===== src/inc/csrb_defines.svh =====
`ifndef CSRB_DEFINES_SVH
`define CSRB_DEFINES_SVH

// file addresses of the core registers
`define CSRB_ADDR_INDIRECT   5'h00
`define CSRB_ADDR_TIMER      5'h01
`define CSRB_ADDR_PCL        5'h02
`define CSRB_ADDR_FLAGS      5'h03
`define CSRB_ADDR_POINTER    5'h04
`define CSRB_ADDR_PORT_A     5'h05
`define CSRB_ADDR_PORT_B     5'h06
// general purpose window
`define CSRB_GPR_BASE        5'h07
`define CSRB_GPR_COUNT       25

// configuration-load selectors carried with the load strobe
`define CSRB_CFG_DIR_A       3'h5
`define CSRB_CFG_DIR_B       3'h6
`define CSRB_CFG_ADDED       3'h7

// flag register bit positions
`define CSRB_BIT_CARRY       0
`define CSRB_BIT_NIBBLE      1
`define CSRB_BIT_ZERO        2
`define CSRB_BIT_SLEEP       3
`define CSRB_BIT_WATCHDOG    4
`define CSRB_BIT_WIN_LSB     5
`define CSRB_BIT_WIN_MSB     6
`define CSRB_BIT_PCWAKE      7

// reset values
`define CSRB_RST_PCL         8'hff
`define CSRB_RST_DIR_A       4'hf
`define CSRB_RST_DIR_B       8'hff
`define CSRB_RST_CFG6        6'h3f
`define CSRB_RST_PTR_TOP     3'h7
`define CSRB_RST_FLAGS_POR   8'h98
`define CSRB_ZERO8           8'h00

`endif


===== src/inc/csrb_pkg.sv =====
package csrb_pkg;

   // cause of the reset being applied, one-hot
   typedef enum logic [4:0] {
      CSRB_CAUSE_POR  = 5'b0_0001,
      CSRB_CAUSE_EXT  = 5'b0_0010,
      CSRB_CAUSE_WDT  = 5'b0_0100,
      CSRB_CAUSE_BOR  = 5'b0_1000,
      CSRB_CAUSE_WAKE = 5'b1_0000
   } csrb_cause_t;

endpackage


===== src/core/csrb_gpr_file.sv =====
`timescale 1ns/1ps
`include "csrb_defines.svh"

// general purpose data memory, combinational read, clocked write
module csrb_gpr_file (
   input  wire logic       clock,
   input  wire logic       ce,
   input  wire logic       wr_en,
   input  wire logic [4:0] addr,
   input  wire logic [7:0] wr_data,
   output logic      [7:0] rd_data,
   output logic            hit
);
   logic [7:0] mem [`CSRB_GPR_COUNT];   // storage cells
   logic [4:0] index;                    // offset into the window

   // window decode
   assign hit   = (addr >= `CSRB_GPR_BASE);
   assign index = addr - `CSRB_GPR_BASE;
   assign rd_data = hit ? mem[index] : `CSRB_ZERO8;

   // write port, contents kept across every reset
   always_ff @(posedge clock) begin
      if (ce && wr_en && hit) begin
         mem[index] <= wr_data;
      end
   end
endmodule


===== src/core/csrb_special_regs.sv =====
`timescale 1ns/1ps
`include "csrb_defines.svh"

module csrb_special_regs
   import csrb_pkg::*;
(
   input  wire logic        clock,
   input  wire logic        rst_n,
   input  wire logic        ce,
   input  wire csrb_cause_t reset_cause,
   input  wire logic [4:0]  file_addr,
   input  wire logic        rd_en,
   input  wire logic        wr_en,
   input  wire logic [7:0]  wr_data,
   input  wire logic [2:0]  flag_upd,
   input  wire logic        alu_carry,
   input  wire logic        alu_nibble,
   input  wire logic        alu_zero,
   input  wire logic        sleep_op,
   input  wire logic        wdt_clear_op,
   input  wire logic        option_load,
   input  wire logic        cfg_load,
   input  wire logic [2:0]  cfg_sel,
   input  wire logic [7:0]  acc_data,
   input  wire logic        timer_inc,
   input  wire logic        pc_low_upd,
   input  wire logic [7:0]  pc_low_in,
   input  wire logic [3:0]  pin_a_in,
   input  wire logic [7:0]  pin_b_in,
   output logic      [7:0]  rd_data,
   output logic      [7:0]  flags_out,
   output logic      [7:0]  timer_count_out,
   output logic      [7:0]  pc_low_out,
   output logic      [3:0]  pin_a_latch,
   output logic      [7:0]  pin_b_latch,
   output logic      [3:0]  dir_a,
   output logic      [7:0]  dir_b,
   output logic      [5:0]  timer_prescale_cfg,
   output logic      [5:0]  added_feature_cfg
);

   // state registers
   logic [7:0] flags_reg, flags_next;   // arithmetic / reset flags and next value
   logic [4:0] pointer_reg;      // implemented pointer bits
   logic [7:0] timer_reg;        // timer count
   logic [7:0] pcl_reg;          // low program counter byte
   logic [3:0] lat_a_reg;        // port a output latch
   logic [7:0] lat_b_reg;        // port b output latch
   logic [3:0] dir_a_reg;        // port a direction
   logic [7:0] dir_b_reg;        // port b direction
   logic [5:0] prescale_reg;     // timer prescale config
   logic [5:0] added_reg;        // added-feature config
   logic [7:0] rd_data_reg;      // registered read answer

   // pin input synchronisers, three stages
   logic [11:0] pin_s1_reg, pin_s2_reg, pin_s3_reg;   // stages one to three
   logic [11:0] pin_val_reg;     // accepted pin level

   // decode wires
   logic [4:0] eff_addr;         // address after indirection
   logic       is_indirect, wr_now;   // pointer access, destination-write strobe
   logic       wr_timer, wr_pcl, wr_flags;        // per-register write strobes
   logic       wr_pointer, wr_port_a, wr_port_b;
   logic       gpr_hit;
   logic [7:0] gpr_rdata;
   logic [7:0] rd_mux;
   logic [7:0] pointer_view;
   logic       ld_dir_a, ld_dir_b, ld_added, ld_prescale;   // config load strobes
   logic [2:0] alu_flags;        // computed {zero, nibble, carry}

   // indirection: address zero points through the pointer
   assign is_indirect = (file_addr == `CSRB_ADDR_INDIRECT);
   assign eff_addr    = is_indirect ? pointer_reg : file_addr;
   assign wr_now      = ce && wr_en;

   // write decode on the effective address
   assign wr_timer   = wr_now && (eff_addr == `CSRB_ADDR_TIMER);
   assign wr_pcl     = wr_now && (eff_addr == `CSRB_ADDR_PCL);
   assign wr_flags   = wr_now && (eff_addr == `CSRB_ADDR_FLAGS);
   assign wr_pointer = wr_now && (eff_addr == `CSRB_ADDR_POINTER);
   assign wr_port_a  = wr_now && (eff_addr == `CSRB_ADDR_PORT_A);
   assign wr_port_b  = wr_now && (eff_addr == `CSRB_ADDR_PORT_B);

   // configuration loads, only through the dedicated instructions
   assign ld_prescale = ce && option_load;
   assign ld_dir_a    = ce && cfg_load && (cfg_sel == `CSRB_CFG_DIR_A);
   assign ld_dir_b    = ce && cfg_load && (cfg_sel == `CSRB_CFG_DIR_B);
   assign ld_added    = ce && cfg_load && (cfg_sel == `CSRB_CFG_ADDED);

   // pointer reads back with its unimplemented top bits as ones
   assign pointer_view = {`CSRB_RST_PTR_TOP, pointer_reg};

   // general purpose storage, direct or indirect
   csrb_gpr_file u_gpr (
      .clock   (clock),
      .ce      (ce),
      .wr_en   (wr_en),
      .addr    (eff_addr),
      .wr_data (wr_data),
      .rd_data (gpr_rdata),
      .hit     (gpr_hit)
   );

   // read selection; config registers have no read path
   assign rd_mux =
      (eff_addr == `CSRB_ADDR_INDIRECT) ? `CSRB_ZERO8 :
      (eff_addr == `CSRB_ADDR_TIMER)    ? timer_reg :
      (eff_addr == `CSRB_ADDR_PCL)      ? pcl_reg :
      (eff_addr == `CSRB_ADDR_FLAGS)    ? flags_reg :
      (eff_addr == `CSRB_ADDR_POINTER)  ? pointer_view :
      (eff_addr == `CSRB_ADDR_PORT_A)   ? {4'h0, pin_val_reg[3:0]} :
      (eff_addr == `CSRB_ADDR_PORT_B)   ? pin_val_reg[11:4] :
      gpr_hit                           ? gpr_rdata : `CSRB_ZERO8;

   // computed flags in register bit order
   assign alu_flags = {alu_zero, alu_nibble, alu_carry};

   // next flag value: software part, then hardware overrides
   always_comb begin
      flags_next = flags_reg;
      if (wr_flags) begin
         // window and wake bits take the written value
         flags_next[`CSRB_BIT_PCWAKE:`CSRB_BIT_WIN_LSB] =
            wr_data[`CSRB_BIT_PCWAKE:`CSRB_BIT_WIN_LSB];
         // all three arithmetic bits locked once any is computed
         if (flag_upd == 3'h0) begin
            flags_next[`CSRB_BIT_ZERO:`CSRB_BIT_CARRY] = wr_data[`CSRB_BIT_ZERO:`CSRB_BIT_CARRY];
         end
      end
      // instruction results always win over the written value
      if (ce) begin
         for (int i = 0; i < 3; i++) begin
            if (flag_upd[i]) begin
               flags_next[i] = alu_flags[i];
            end
         end
      end
      // watchdog and sleep flags move only by hardware
      if (ce && sleep_op) begin
         flags_next[`CSRB_BIT_SLEEP]    = 1'b0;
         flags_next[`CSRB_BIT_WATCHDOG] = 1'b1;
      end else if (ce && wdt_clear_op) begin
         flags_next[`CSRB_BIT_SLEEP]    = 1'b1;
         flags_next[`CSRB_BIT_WATCHDOG] = 1'b1;
      end
   end

   // flag register with per-cause reset values
   always_ff @(posedge clock) begin
      if (!rst_n) begin
         unique case (reset_cause)
            CSRB_CAUSE_POR:  flags_reg <= `CSRB_RST_FLAGS_POR;
            CSRB_CAUSE_EXT:  flags_reg <= {3'b100, flags_reg[4:0]};
            CSRB_CAUSE_WDT:  flags_reg <= {3'b100, 1'b0, flags_reg[3:0]};
            CSRB_CAUSE_BOR:  flags_reg <= {flags_reg[7], 2'b00, flags_reg[4:0]};
            CSRB_CAUSE_WAKE: flags_reg <= {3'b000, flags_reg[4:0]};
            default:         flags_reg <= `CSRB_RST_FLAGS_POR;   // illegal cause code
         endcase
      end else if (ce) begin
         flags_reg <= flags_next;
      end
   end

   // low program counter byte, reset to ones
   always_ff @(posedge clock) begin
      if (!rst_n) begin
         pcl_reg <= `CSRB_RST_PCL;
      end else if (wr_pcl) begin
         pcl_reg <= wr_data;
      end else if (ce && pc_low_upd) begin
         pcl_reg <= pc_low_in;
      end
   end

   // timer: software load beats the count pulse
   always_ff @(posedge clock) begin
      if (wr_timer) begin
         timer_reg <= wr_data;
      end else if (ce && timer_inc) begin
         timer_reg <= timer_reg + 8'h01;
      end
   end

   // pointer and port latches, contents kept across resets
   always_ff @(posedge clock) begin
      if (wr_pointer) begin
         pointer_reg <= wr_data[4:0];
      end
      if (wr_port_a) begin
         lat_a_reg <= wr_data[3:0];
      end
      if (wr_port_b) begin
         lat_b_reg <= wr_data;
      end
   end

   // direction registers, loaded only from the accumulator
   always_ff @(posedge clock) begin
      if (!rst_n) begin
         dir_a_reg <= `CSRB_RST_DIR_A;
         dir_b_reg <= `CSRB_RST_DIR_B;
      end else begin
         if (ld_dir_a) begin
            dir_a_reg <= acc_data[3:0];
         end
         if (ld_dir_b) begin
            dir_b_reg <= acc_data;
         end
      end
   end

   // timer prescale config: any reset to ones, load from accumulator
   always_ff @(posedge clock) begin
      if (!rst_n) begin
         prescale_reg <= `CSRB_RST_CFG6;
      end else if (ld_prescale) begin
         prescale_reg <= acc_data[5:0];
      end
   end

   // added-feature config: only power-on resets it
   always_ff @(posedge clock) begin
      if (!rst_n) begin
         if (reset_cause == CSRB_CAUSE_POR) begin
            added_reg <= `CSRB_RST_CFG6;
         end
      end else if (ld_added) begin
         added_reg <= acc_data[5:0];
      end
   end

   // pin synchroniser; accept a level once stages two and three agree
   always_ff @(posedge clock) begin
      if (ce) begin
         pin_s1_reg <= {pin_b_in, pin_a_in};
         pin_s2_reg <= pin_s1_reg;
         pin_s3_reg <= pin_s2_reg;
         for (int i = 0; i < 12; i++) begin
            if (pin_s2_reg[i] == pin_s3_reg[i]) begin
               pin_val_reg[i] <= pin_s3_reg[i];
            end
         end
      end
   end

   // registered read answer
   always_ff @(posedge clock) begin
      if (!rst_n) begin
         rd_data_reg <= `CSRB_ZERO8;
      end else if (ce && rd_en) begin
         rd_data_reg <= rd_mux;
      end
   end

   // outputs straight from flip-flops
   assign rd_data            = rd_data_reg;
   assign flags_out          = flags_reg;
   assign timer_count_out    = timer_reg;
   assign pc_low_out         = pcl_reg;
   assign pin_a_latch        = lat_a_reg;
   assign pin_b_latch        = lat_b_reg;
   assign dir_a              = dir_a_reg;
   assign dir_b              = dir_b_reg;
   assign timer_prescale_cfg = prescale_reg;
   assign added_feature_cfg  = added_reg;

   // computed zero flag lands even when the flags are the target
   property p_flag_protect;
      @(posedge clock) disable iff (!rst_n)
      (ce && wr_flags && flag_upd[`CSRB_BIT_ZERO])
         |=> (flags_reg[`CSRB_BIT_ZERO] == $past(alu_zero));
   endproperty
   a_flag_protect: assert property (p_flag_protect)
      else $error("zero flag took written value");
   // watchdog and sleep flags unmoved by a plain write; wake flag taken
   property p_ro_flags;
      @(posedge clock) disable iff (!rst_n)
      (wr_flags && !sleep_op && !wdt_clear_op)
         |=> ($stable(flags_reg[4:3])
              && flags_reg[`CSRB_BIT_PCWAKE] == $past(wr_data[`CSRB_BIT_PCWAKE]));
   endproperty
   a_ro_flags: assert property (p_ro_flags)
      else $error("protected flag write misbehaved");
   // clearing the flags leaves top three zero and zero flag set
   property p_clear_flags;
      @(posedge clock) disable iff (!rst_n)
      (wr_flags && wr_data == `CSRB_ZERO8 && flag_upd == 3'h4 && alu_zero)
         |=> (flags_reg[7:5] == 3'b000 && flags_reg[`CSRB_BIT_ZERO] && $stable(flags_reg[1:0]));
   endproperty
   a_clear_flags: assert property (p_clear_flags)
      else $error("flag clear result wrong");
   // prescale config shows the loaded accumulator value one cycle after the load
   property p_prescale_load;
      @(posedge clock) disable iff (!rst_n)
      (ld_prescale ##1 (!ld_prescale && rst_n))
         |-> (prescale_reg == $past(acc_data[5:0], 1));
   endproperty
   a_prescale_load: assert property (p_prescale_load)
      else $error("prescale load lost");
   // any reset sets the prescale config to ones
   property p_prescale_reset;
      @(posedge clock) (!rst_n) |=> (prescale_reg == `CSRB_RST_CFG6);
   endproperty
   a_prescale_reset: assert property (p_prescale_reset)
      else $error("prescale not ones after reset");
   // power-on reset sets the added-feature config to ones
   property p_added_por;
      @(posedge clock) (!rst_n && reset_cause == CSRB_CAUSE_POR)
         |=> (added_reg == `CSRB_RST_CFG6);
   endproperty
   a_added_por: assert property (p_added_por)
      else $error("added config not ones after power-on");
   // upper port a bits always read as zero
   property p_port_a_zero;
      @(posedge clock) disable iff (!rst_n)
      (ce && rd_en && eff_addr == `CSRB_ADDR_PORT_A) |=> (rd_data[7:4] == 4'h0);
   endproperty
   a_port_a_zero: assert property (p_port_a_zero)
      else $error("port a upper bits not zero");
   // indirect read returns the memory cell at the pointer
   property p_indirect_read;
      @(posedge clock) disable iff (!rst_n)
      (ce && rd_en && is_indirect && gpr_hit) |=> (rd_data == $past(gpr_rdata));
   endproperty
   a_indirect_read: assert property (p_indirect_read)
      else $error("indirect read mismatch");
   // low program counter byte reads back as held
   property p_pcl_read;
      @(posedge clock) disable iff (!rst_n)
      (ce && rd_en && eff_addr == `CSRB_ADDR_PCL) |=> (rd_data == $past(pcl_reg));
   endproperty
   a_pcl_read: assert property (p_pcl_read)
      else $error("program counter byte read mismatch");
   // config registers other than port a direction untouched without their load strobes
   property p_cfg_hold;
      @(posedge clock) disable iff (!rst_n)
      (!ld_added && !ld_dir_b && !option_load) |=> ($stable(added_reg)
         && $stable(dir_b_reg) && $stable(prescale_reg));
   endproperty
   a_cfg_hold: assert property (p_cfg_hold)
      else $error("config changed without load");
   // main scenarios
   c_flags_write: cover property (@(posedge clock) disable iff (!rst_n)
      wr_flags && flag_upd != 3'b000);
   c_indirect_wr: cover property (@(posedge clock) disable iff (!rst_n)
      wr_now && is_indirect && gpr_hit);
   c_added_load: cover property (@(posedge clock) disable iff (!rst_n) ld_added);
   c_sleep: cover property (@(posedge clock) disable iff (!rst_n) ce && sleep_op);
endmodule


===== config.mk =====
export PLATFORM = sky130hd
export DESIGN_NAME = csrb_special_regs
export DESIGN_NICKNAME = d
export VERILOG_FILES = /design/src/inc/csrb_pkg.sv /design/src/core/csrb_gpr_file.sv /design/src/core/csrb_special_regs.sv
export VERILOG_INCLUDE_DIRS = /design/src /design/src/inc
export SDC_FILE = /design/constraint.sdc
export NUM_CORES = 1
export LEC_CHECK = 0
export BUFFER_PORTS_ARGS = -buffer_cell sky130_fd_sc_hd__buf_2
export CAP_MARGIN = 20
export CORE_ASPECT_RATIO = 0.75
export CORE_MARGIN = 1
export CORE_UTILIZATION = 55
export DETAILED_ROUTE_END_ITERATION = 8
export PLACE_DENSITY = 0.83
export SLEW_MARGIN = 15
export SYNTH_ARGS = -nofsm -noshare
export SYNTH_HDL_FRONTEND = slang
export SYNTH_HIERARCHICAL = 1
export SYNTH_SLANG_ARGS = --single-unit

===== constraint.sdc =====
create_clock -name clock -period 11.5 [get_ports clock]
set_input_delay 1.15 -clock clock [delete_from_list [all_inputs] [get_ports clock]]
set_output_delay 1.15 -clock clock [all_outputs]
set_load 0.1 [all_outputs]

# After elaboration in Yosys (flattened, before gate mapping)
# Memories as Yosys holds them, arrays and structs flattened.
# Index checks and enable logic that the tools add are counted.
dict set report op_classes {
  n_addsub 2
  multipliers 0
  div 0
  magnitude_cmp 1
  eq_ne 40
  n_shift 0
  mux 29
  bitwise 0
  n_reduce_logical 44
}
# cell n
set ops {}
lappend ops {{$mux 8} 14}
lappend ops {{$pmux 8 s4} 1}
lappend ops {{$reduce_and 2->1} 14}
lappend ops {{$ne 3x1->1 const B} 7}
lappend ops {{$reduce_and 7->1} 3}
lappend ops {{$eq 5x3->1 const B} 4}
lappend ops {{$logic_and 1x1->1} 18}
lappend ops {{$mux 6} 3}
lappend ops {{$eq 5x2->1 const B} 3}
lappend ops {{$eq 1x1->1} 12}
lappend ops {{$eq 5x1->1 const B} 2}
lappend ops {{$logic_not 5->1} 2}
lappend ops {{$eq 3x3->1 const B} 3}
lappend ops {{$mux 3} 3}
lappend ops {{$add 8x1->8 const B} 1}
lappend ops {{$ne 2x2->1 const B} 4}
lappend ops {{$ne 2x1->1 const B} 3}
lappend ops {{$reduce_and 6->1} 1}
lappend ops {{$reduce_bool 2->1} 3}
lappend ops {{$eq 5x4->1 const B} 1}
lappend ops {{$eq 5x5->1 const B} 1}
lappend ops {{$ge 5x3->1 const B} 1}
lappend ops {{$mux 1} 5}
lappend ops {{$mux 5} 1}
lappend ops {{5 further kinds} 6}
dict set report totals {
  regBits 121
  latch_bits 0
  ram_bits 200
  rom_bits 0
  inputBits 66
  out_inout_bits 68
  wordCells 149
  mem_count 1
}
# name words word_bits read_ports rd_ports_with_merged_regs write_ports line_no
set mem_list {}
lappend mem_list {u_gpr.mem 25 8 1 0 1 csrb_gpr_file.sv:14} ;# logic [7:0] mem [`CSRB_GPR_COUNT];

# Logic depth before layout (Yosys ltp)
# Gate-level depths: netlist of run 1.
# An unclocked memory read counts as a cell.
dict set report logic_depth {
  depth_word 12
  ltp_mapped 20
  ltp_nobuf 14
}

# By module
# Netlist of run 1, hierarchy kept.
# module instances cells_per_inst area_per_inst_um2 seq_area_each_um2
set modules_own_cells {}
lappend modules_own_cells {csrb_gpr_file 1 419 8155.3 6005.8}
lappend modules_own_cells {csrb_special_regs 1 491 5511.5 3293.2}

# Worst setup path before layout of run 1
# OpenSTA, ideal clock, no wires.
dict set report synth_timing {
  path_kind {input -> register}
  startpoint {input file_addr[2]}
  endpoint {register rd_data_reg[5] (netlist: rd_data[5])}
  setup_ns 0.116
  t_arrival_ns 4.471
  required_time_ns 11.384
  path_slack_ns 6.913
  path_stages 20
  path_buffers 6
  cell_sequence {buf_6 -> or4_4 -> o21ai_4 -> buf_4 -> buf_6 -> buf_4 -> inv_1 -> ha_1 -> buf_2 -> buf_2 -> mux4_2 -> nand2_1 -> nand2_1 -> o22ai_1 -> a211oi_1 -> nand2_1 -> a21oi_1 -> o21ai_0 -> a21oi_1 -> o211a_1}
}
dict set report synth_between {
  elab_chain_len 12
  elab_cells_between_ends 20
  classes_between {add/sub (1); order compare (1); eq/ne (6); mux (9); reduce/logical (2); memory (1)}
}
# item line_no
set synth_rtl {}
lappend synth_rtl {{from (decl)} csrb_special_regs.sv:11} ;# input wire logic [4:0] file_addr,
lappend synth_rtl {{$logic_not 5->1 (no source line)} -}
lappend synth_rtl {{$mux 5} csrb_special_regs.sv:73} ;# assign eff_addr = is_indirect ? pointer_reg : file_addr;
lappend synth_rtl {{named net eff_addr[0]} csrb_special_regs.sv:60} ;# logic [4:0] eff_addr;
lappend synth_rtl {{$sub 5x3->5 (no source line)} -}
lappend synth_rtl {{$mem_v2 25x8} -}
lappend synth_rtl {{named net gpr_rdata[5]} csrb_special_regs.sv:65} ;# logic [7:0] gpr_rdata;
lappend synth_rtl {{$mux 8 (no source line) (8 in a row)} -}
lappend synth_rtl {{to (signal assigned)} csrb_special_regs.sv:249} ;# rd_data_reg <= `CSRB_ZERO8;
lappend synth_rtl {{to (signal assigned)} csrb_special_regs.sv:251} ;# rd_data_reg <= rd_mux;
lappend synth_rtl {{to (decl)} csrb_special_regs.sv:53} ;# logic [7:0] rd_data_reg;
# The timed path passes the listed nets, and every way through them passes these cells.
# A chain may end at the register's enable or synchronous reset.

# Worst setup path in the final report of run 1
dict set report layout_timing {
  startpoint {input file_addr[3]}
  endpoint {register rd_data_reg[6] (netlist: rd_data[6])}
}
dict set report layout_between {
  elab_chain_len 12
  elab_cells_between_ends 20
  classes_between {add/sub (1); order compare (1); eq/ne (6); mux (9); reduce/logical (2); memory (1)}
}
# item line_no
set layout_rtl {}
lappend layout_rtl {{$logic_not 5->1 (no source line)} -}
lappend layout_rtl {{$mux 5 *} csrb_special_regs.sv:73}
lappend layout_rtl {{$sub 5x3->5 (no source line) *} -}
lappend layout_rtl {{$mem_v2 25x8 *} -}
lappend layout_rtl {{named net gpr_rdata[6]} csrb_special_regs.sv:65}
lappend layout_rtl {{$mux 8 (no source line) * (8 in a row)} -}
# The timed path passes the listed nets; every way through them passes the cells marked *.

==> results.toml, run 1 <==
[worst_setup_path]
cp_max_fo = 48
crit_required_ns = 11.96
end_kind = "flip-flop"
path_class = "input pin to flip-flop"
arrival_ns = 5.32
cp-start-kind = "input pin"

[power_and_ir_drop]
power_switching_w = 0.000655
pwr-share-comb_pct = 11.6
power_frac_seq_pct = 51.3
p_int_w = 0.00192
powerDensity_nw_per_um2 = 166
swShare_pct = 25.5
power_frac_clock_pct = 37.1
irDropWorstVdd_uv = 203
p_leak_nw = 5.57

[floorplan]
die_area_sq_um = 25500
pin_count = 134
die_h_um = 139
start_util_pct = 56.6
die_w_um = 184
core_area_sq_um = 24200
core.rowCount = 49

[final_layout]
final_util_pct = 64.1
syn_to_final_growth_pct = 13.4
fin_nets = 1112
largest-register = "u_gpr/mem"
drive_above_1_share_pct = 23.3
largest_reg_flops = 200

[global_route]
antenna_found_initial = 2
grt-ovfl-total = 0
grt_usage_pct = 26.0
grt_pass1_wl_um = 49300
grt_max_degree = 60
grt_pass1_vias = 8355

[timing]
period_share_pct = 42.3
min_period_ns = 4.86
max_slew_margin_pct = 27.0
rsz0062_at_grt = "no"
final-hold-violation-count = 0
fmax_mhz = 206
final_max_slew_viol_count = 0
setup_viol = 0
worstMarginPinSlew_ns = 1.09
finalSetupTns_ns = 0
finalClockSkew_ns = 0.0123

[drt]
viasPerCell = 6.28
ant_nets = 0
first_pass_iters = 5
drt-wirelength-per-cell_um = 23.7
vias = 8765
drc_errors = 0
routed_wl_um = 33100
initialDrtViolationCount = 977

[logic_synthesis]
netlist_instances = 910
synth_area_sq_um = 13700
synth_area_leaders = "edfxtp_1 63%, mux4_2 6.1%, dfxtp_1 5.0%"
yosysMostFrequentCell = "edfxtp_1"
synth_edf_count = 287
synth_top_cell_by_area = "edfxtp_1"
synthFlopType = "edfxtp_1"
ys_warn_count = 6
postSynthAreaPerCell_sq_um = 15.0
synth.net_count = 982
yosys_register_bits = 321
synth_seq_area_share_pct = 68.0
synth_top_area_share_pct = 63.1
synth_cell_types = 74
synthArstFlopShare_pct = 0
yosys-top-cells-count = "287 x edfxtp_1, 118 x nand2_1, 60 x nor2_1, 37 x mux4_2, 37 x nand3_1"

[clocking]
postCtsSetupBuffers = 0
path_clk_slew_ns = 0.07
cts-hold-fix-buffers = 0
root_buffer = "clkbuf_16"
clk_path_buf_depth = 3
cts_max_level = 1
cts_tree = "built"
insertion_delay_ns = 0.57
cts_sinks = 321
cts_resized = 0
cts_buffers = 29

[worst_hold_path]
hold_path_class = "flip-flop to flip-flop"

[outcome]
status = "complete, no violations"

[placed_design]
globalplace.congestion = 0.987
port_buffers = 133
dpl.hpwl_um = 21300

[flow_run]
cap_violations = 0
placed cells by master (no fill, tap or decap), drive strengths merged, types with 4 or more instances in the layout:
master,n
and2,10
mux2i,17
ha,6
o21ai,36
nor3,11
edfxtp,287
inv,16
mux4,48
a211oi,17
clkbuf,36
a221oi,5
o22ai,13
a22oi,8
o31ai,4
clkinv,14
nand3,38
nand2b,8
and3,18
a221o,5
nand4,5
o31a,5
dfxtp,34
nor2,62
a21oi,20
buf,140
nand2,124
o211a,4
or2,5
xor2,21
critical path, cell delays in order:
cell and delay [ns]:
buf_2 0.15, or4_4 0.55, o21ai_4 0.13, buf_4 0.53, inv_1 0.19, ha_2 0.36
buf_4 0.54, mux4_2 0.47, nand2_1 0.10, nand2_1 0.05, o22ai_1 0.17, a211oi_1 0.07
nand2_1 0.10, a21oi_1 0.05, o21ai_0 0.29, a21oi_1 0.14, o211a_1 0.24
cell families (layout without fill, tap and decap cells):
kind of cell	after synthesis	in the layout	share of synthesized area, %
buffers and inverters	56	209	2.22
adders and majority gates	6	6	0.549
muxes	66	66	9.57
other	0	1	0
DFF	321	321	68.0
and+or+nand+nor	293	293	10.2
xor gates and xnor gates	24	24	1.65
AOI/OAI and AO/OA	144	144	7.78
layout make-up:
class,count,area (sq um)
antenna,1,2.50
clock buffer,36,752
clock inverter,18,176
fill,1701,8660
inverter,15,56.3
multi-input combinational,533,4070
sequential,321,9300
tap,331,414
timing repair buffer,140,726
power groups by stage:
stage                     registers [W]  clock network (W)  logic, W
after global placement          0.00134                  0  0.000286
final                           0.00132           0.000953  0.000299
after global routing            0.00132            0.00100  0.000316
after CTS                       0.00132           0.000959  0.000295
after detailed placement        0.00134                  0  0.000292
after floorplan                 0.00142                  0  0.000132
routing by layer:
layer | GRT usage (%) | up-vias | routed length (um)
met1 | 39.1 | 4312 | 13500
met5 | 0 | - | 14
met2 | 37.3 | 589 | 14400
met4 | 5.61 | 2 | 770
li1 | - | 3790 | -
met3 | 8.19 | 72 | 4370
through the flow:
stage / setup WS (ns) / hold slack [ns] / cells / total power [W] / area, sq um
after floorplan: 6.91 / 0.400 / 910 / 0.00155 / 13700
final: 6.64 / 0.416 / 1395 / 0.00257 / 15500
after global placement: 6.24 / 0.401 / 1339 / 0.00163 / 14500
after CTS: 6.69 / 0.418 / 1394 / 0.00257 / 15500
after global routing: 6.44 / 0.424 / 1394 / 0.00264 / 15500
after detailed placement: 6.19 / 0.405 / 1340 / 0.00164 / 14600
final timing paths:
| check | startpoint | endpoint | slack, ns | cells after the start |
|---|---|---|---|---|
| worst min-delay path | pin_s1_reg[7] | pin_s2_reg[7] | 0.42 | 0 |
| worst max register to register | pointer_reg[0] | rd_data[6] | 7.34 | 16 |
| worst max-delay path | file_addr[3] | rd_data[6] | 6.64 | 17 |
| worst min register to register | pin_s1_reg[7] | pin_s2_reg[7] | 0.42 | 0 |
Note: power is estimated with default switching activity, not from simulation.
==> run 2: changes to the inputs <==
Clock period 11.5 ns to 4.8 ns, I/O delays scaled along.
==> run 2 against run 1 <==
Against the previous run:
- global-route usage down 0.30 points
- combinational power up 140%
- die area unchanged
- sequential power up 140%
- clock power up 120%
- via count down 1.6%
- highest routed layer is now met4
- worst setup slack worse by 5.7 ns
- largest power group unchanged
- critical path depth down 8
- first-iteration DRC count up 28%
- flip-flop and latch count unchanged
==> results.toml, run 2 (synthesis gave the netlist of run 1 again) <==
[final_layout]
syn_to_final_growth_pct = 13.1
layout.cells.non_filler = 1391
fin_nets = 1113
n_antenna_cell = 0
final_common_cell = "edfxtp_1"
largest-register = "u_gpr/mem"
largest_reg_flops = 200
fillerInstances = 1725
final_cell_mix = "287 x edfxtp_1, 133 x buf_2, 118 x nand2_1, 60 x nor2_1"
drive_above_1_share_pct = 23.2
final_cell_area_sq_um = 15500

[clocking]
path_clk_slew_ns = 0.06
cts_sinks = 321
postCtsSetupBuffers = 0
clk_path_buf_depth = 3
insertion_delay_ns = 0.57
cts-hold-fix-buffers = 0
cts_resized = 0
cts_tree = "built"
cts_buffers = 29
cts_max_level = 1
root_buffer = "clkbuf_16"

[timing]
worstMarginPinSlew_ns = 1.00
setup_viol = 0
fmax_mhz = 257
hold_slack_ns = 0.0939
rsz0062_at_grt = "no"
final-hold-violation-count = 0
period_share_pct = 81.1
layout_setup_ws_ns = 0.905
finalClockSkew_ns = 0.0205
max_slew_margin_pct = 33.0
final_max_slew_viol_count = 0
finalSetupTns_ns = 0
min_period_ns = 3.89

[worst_setup_path]
cp_max_fo = 17
end_kind = "flip-flop"
crit_required_ns = 4.98
cp-start-kind = "flip-flop"
arrival_ns = 4.08
path_class = "flip-flop to flip-flop"

[floorplan]
start_util_pct = 56.6
core_area_sq_um = 24200
die_h_um = 139
pin_count = 134
die_w_um = 184
core.rowCount = 49
die_area_sq_um = 25500

[flow_run]
cap_violations = 0

[drt]
routed_wl_um = 32100
vias = 8628
ant_nets = 0
initialDrtViolationCount = 1253
viasPerCell = 6.20
drc_errors = 0
drt-wirelength-per-cell_um = 23.1
first_pass_iters = 6

[power_and_ir_drop]
irDropWorstVdd_uv = 300
p_leak_nw = 5.55
powerDensity_nw_per_um2 = 390

[placed_design]
placed_area_sq_um = 14600
pre_cts_ws_ns = 0.781
globalplace.congestion = 0.948
port_buffers = 133
dpl.hpwl_um = 21200
dp.cells = 1341

[outcome]
status = "complete, no violations"

[global_route]
grt_usage_pct = 25.7
grt_pass1_vias = 8331
grt-ovfl-total = 0
grt_max_degree = 64
antenna_found_initial = 0
grt_pass1_wl_um = 48700

[worst_hold_path]
hold_path_class = "input pin to flip-flop"
[run 2: path summary, 6_finish.rpt]
path | from | end | slack, ns | cells past startpoint
worst max-delay path | pointer_reg[1] | u_gpr/mem[10][2] | 0.91 | 9
worst min-delay path | pin_b_in[1] | pin_s1_reg[5] | 0.09 | 1
worst max register to register | pointer_reg[1] | u_gpr/mem[10][2] | 0.91 | 9
worst min register to register | pin_s1_reg[2] | pin_s2_reg[2] | 0.42 | 0
[run 2: report_power, final]
group	internal (W)	switching, W
clock network	0.00116	0.000977
registers	0.00311	0.0000492
logic	0.000202	0.000515
total	0.00448	0.00154
[run 2: layer usage]
| metal | wire length, um | global-route usage (%) | vias to the layer above |
|---|---|---|---|
| li1 | - | - | 3783 |
| met1 | 13500 | 38.6 | 4250 |
| met2 | 14200 | 37.1 | 541 |
| met3 | 3870 | 7.93 | 54 |
| met4 | 528 | 5.39 | 0 |
| met5 | 0 | 0 | - |
[run 2: critical path, cell delays in order (launching register included)]
cell and delay [ns]:
edfxtp_1 0.45, or3b_4 0.46, o21ai_0 0.17, buf_4 0.20, ha_1 0.47, a21o_1 0.16
a211o_1 0.41, and3_4 0.31, nand2_2 0.14, nor2_1 0.74
[run 2: stage by stage]
| stage | total power [W] | utilization, % |
|---|---|---|
| 2_1_floorplan | 0.00371 | - |
| 3_3_place_gp | 0.00391 | 60.4 |
| 3_5_place_dp | 0.00393 | 60.4 |
| 4_1_cts | 0.00604 | 64.0 |
| 5_1_grt | 0.00619 | 64.0 |
| 6_report | 0.00602 | 64.0 |
[run 2: layout make-up]
type	instances	area [sq um]	area share (%)
repair buffers	141	751	4.86
flip-flops and latches	321	9300	60.2
clock buffers	34	744	4.82
clock inverters	16	121	0.785
multi-input cells	533	4070	26.3
well taps	331	414	2.68
inverters	15	56.3	0.364
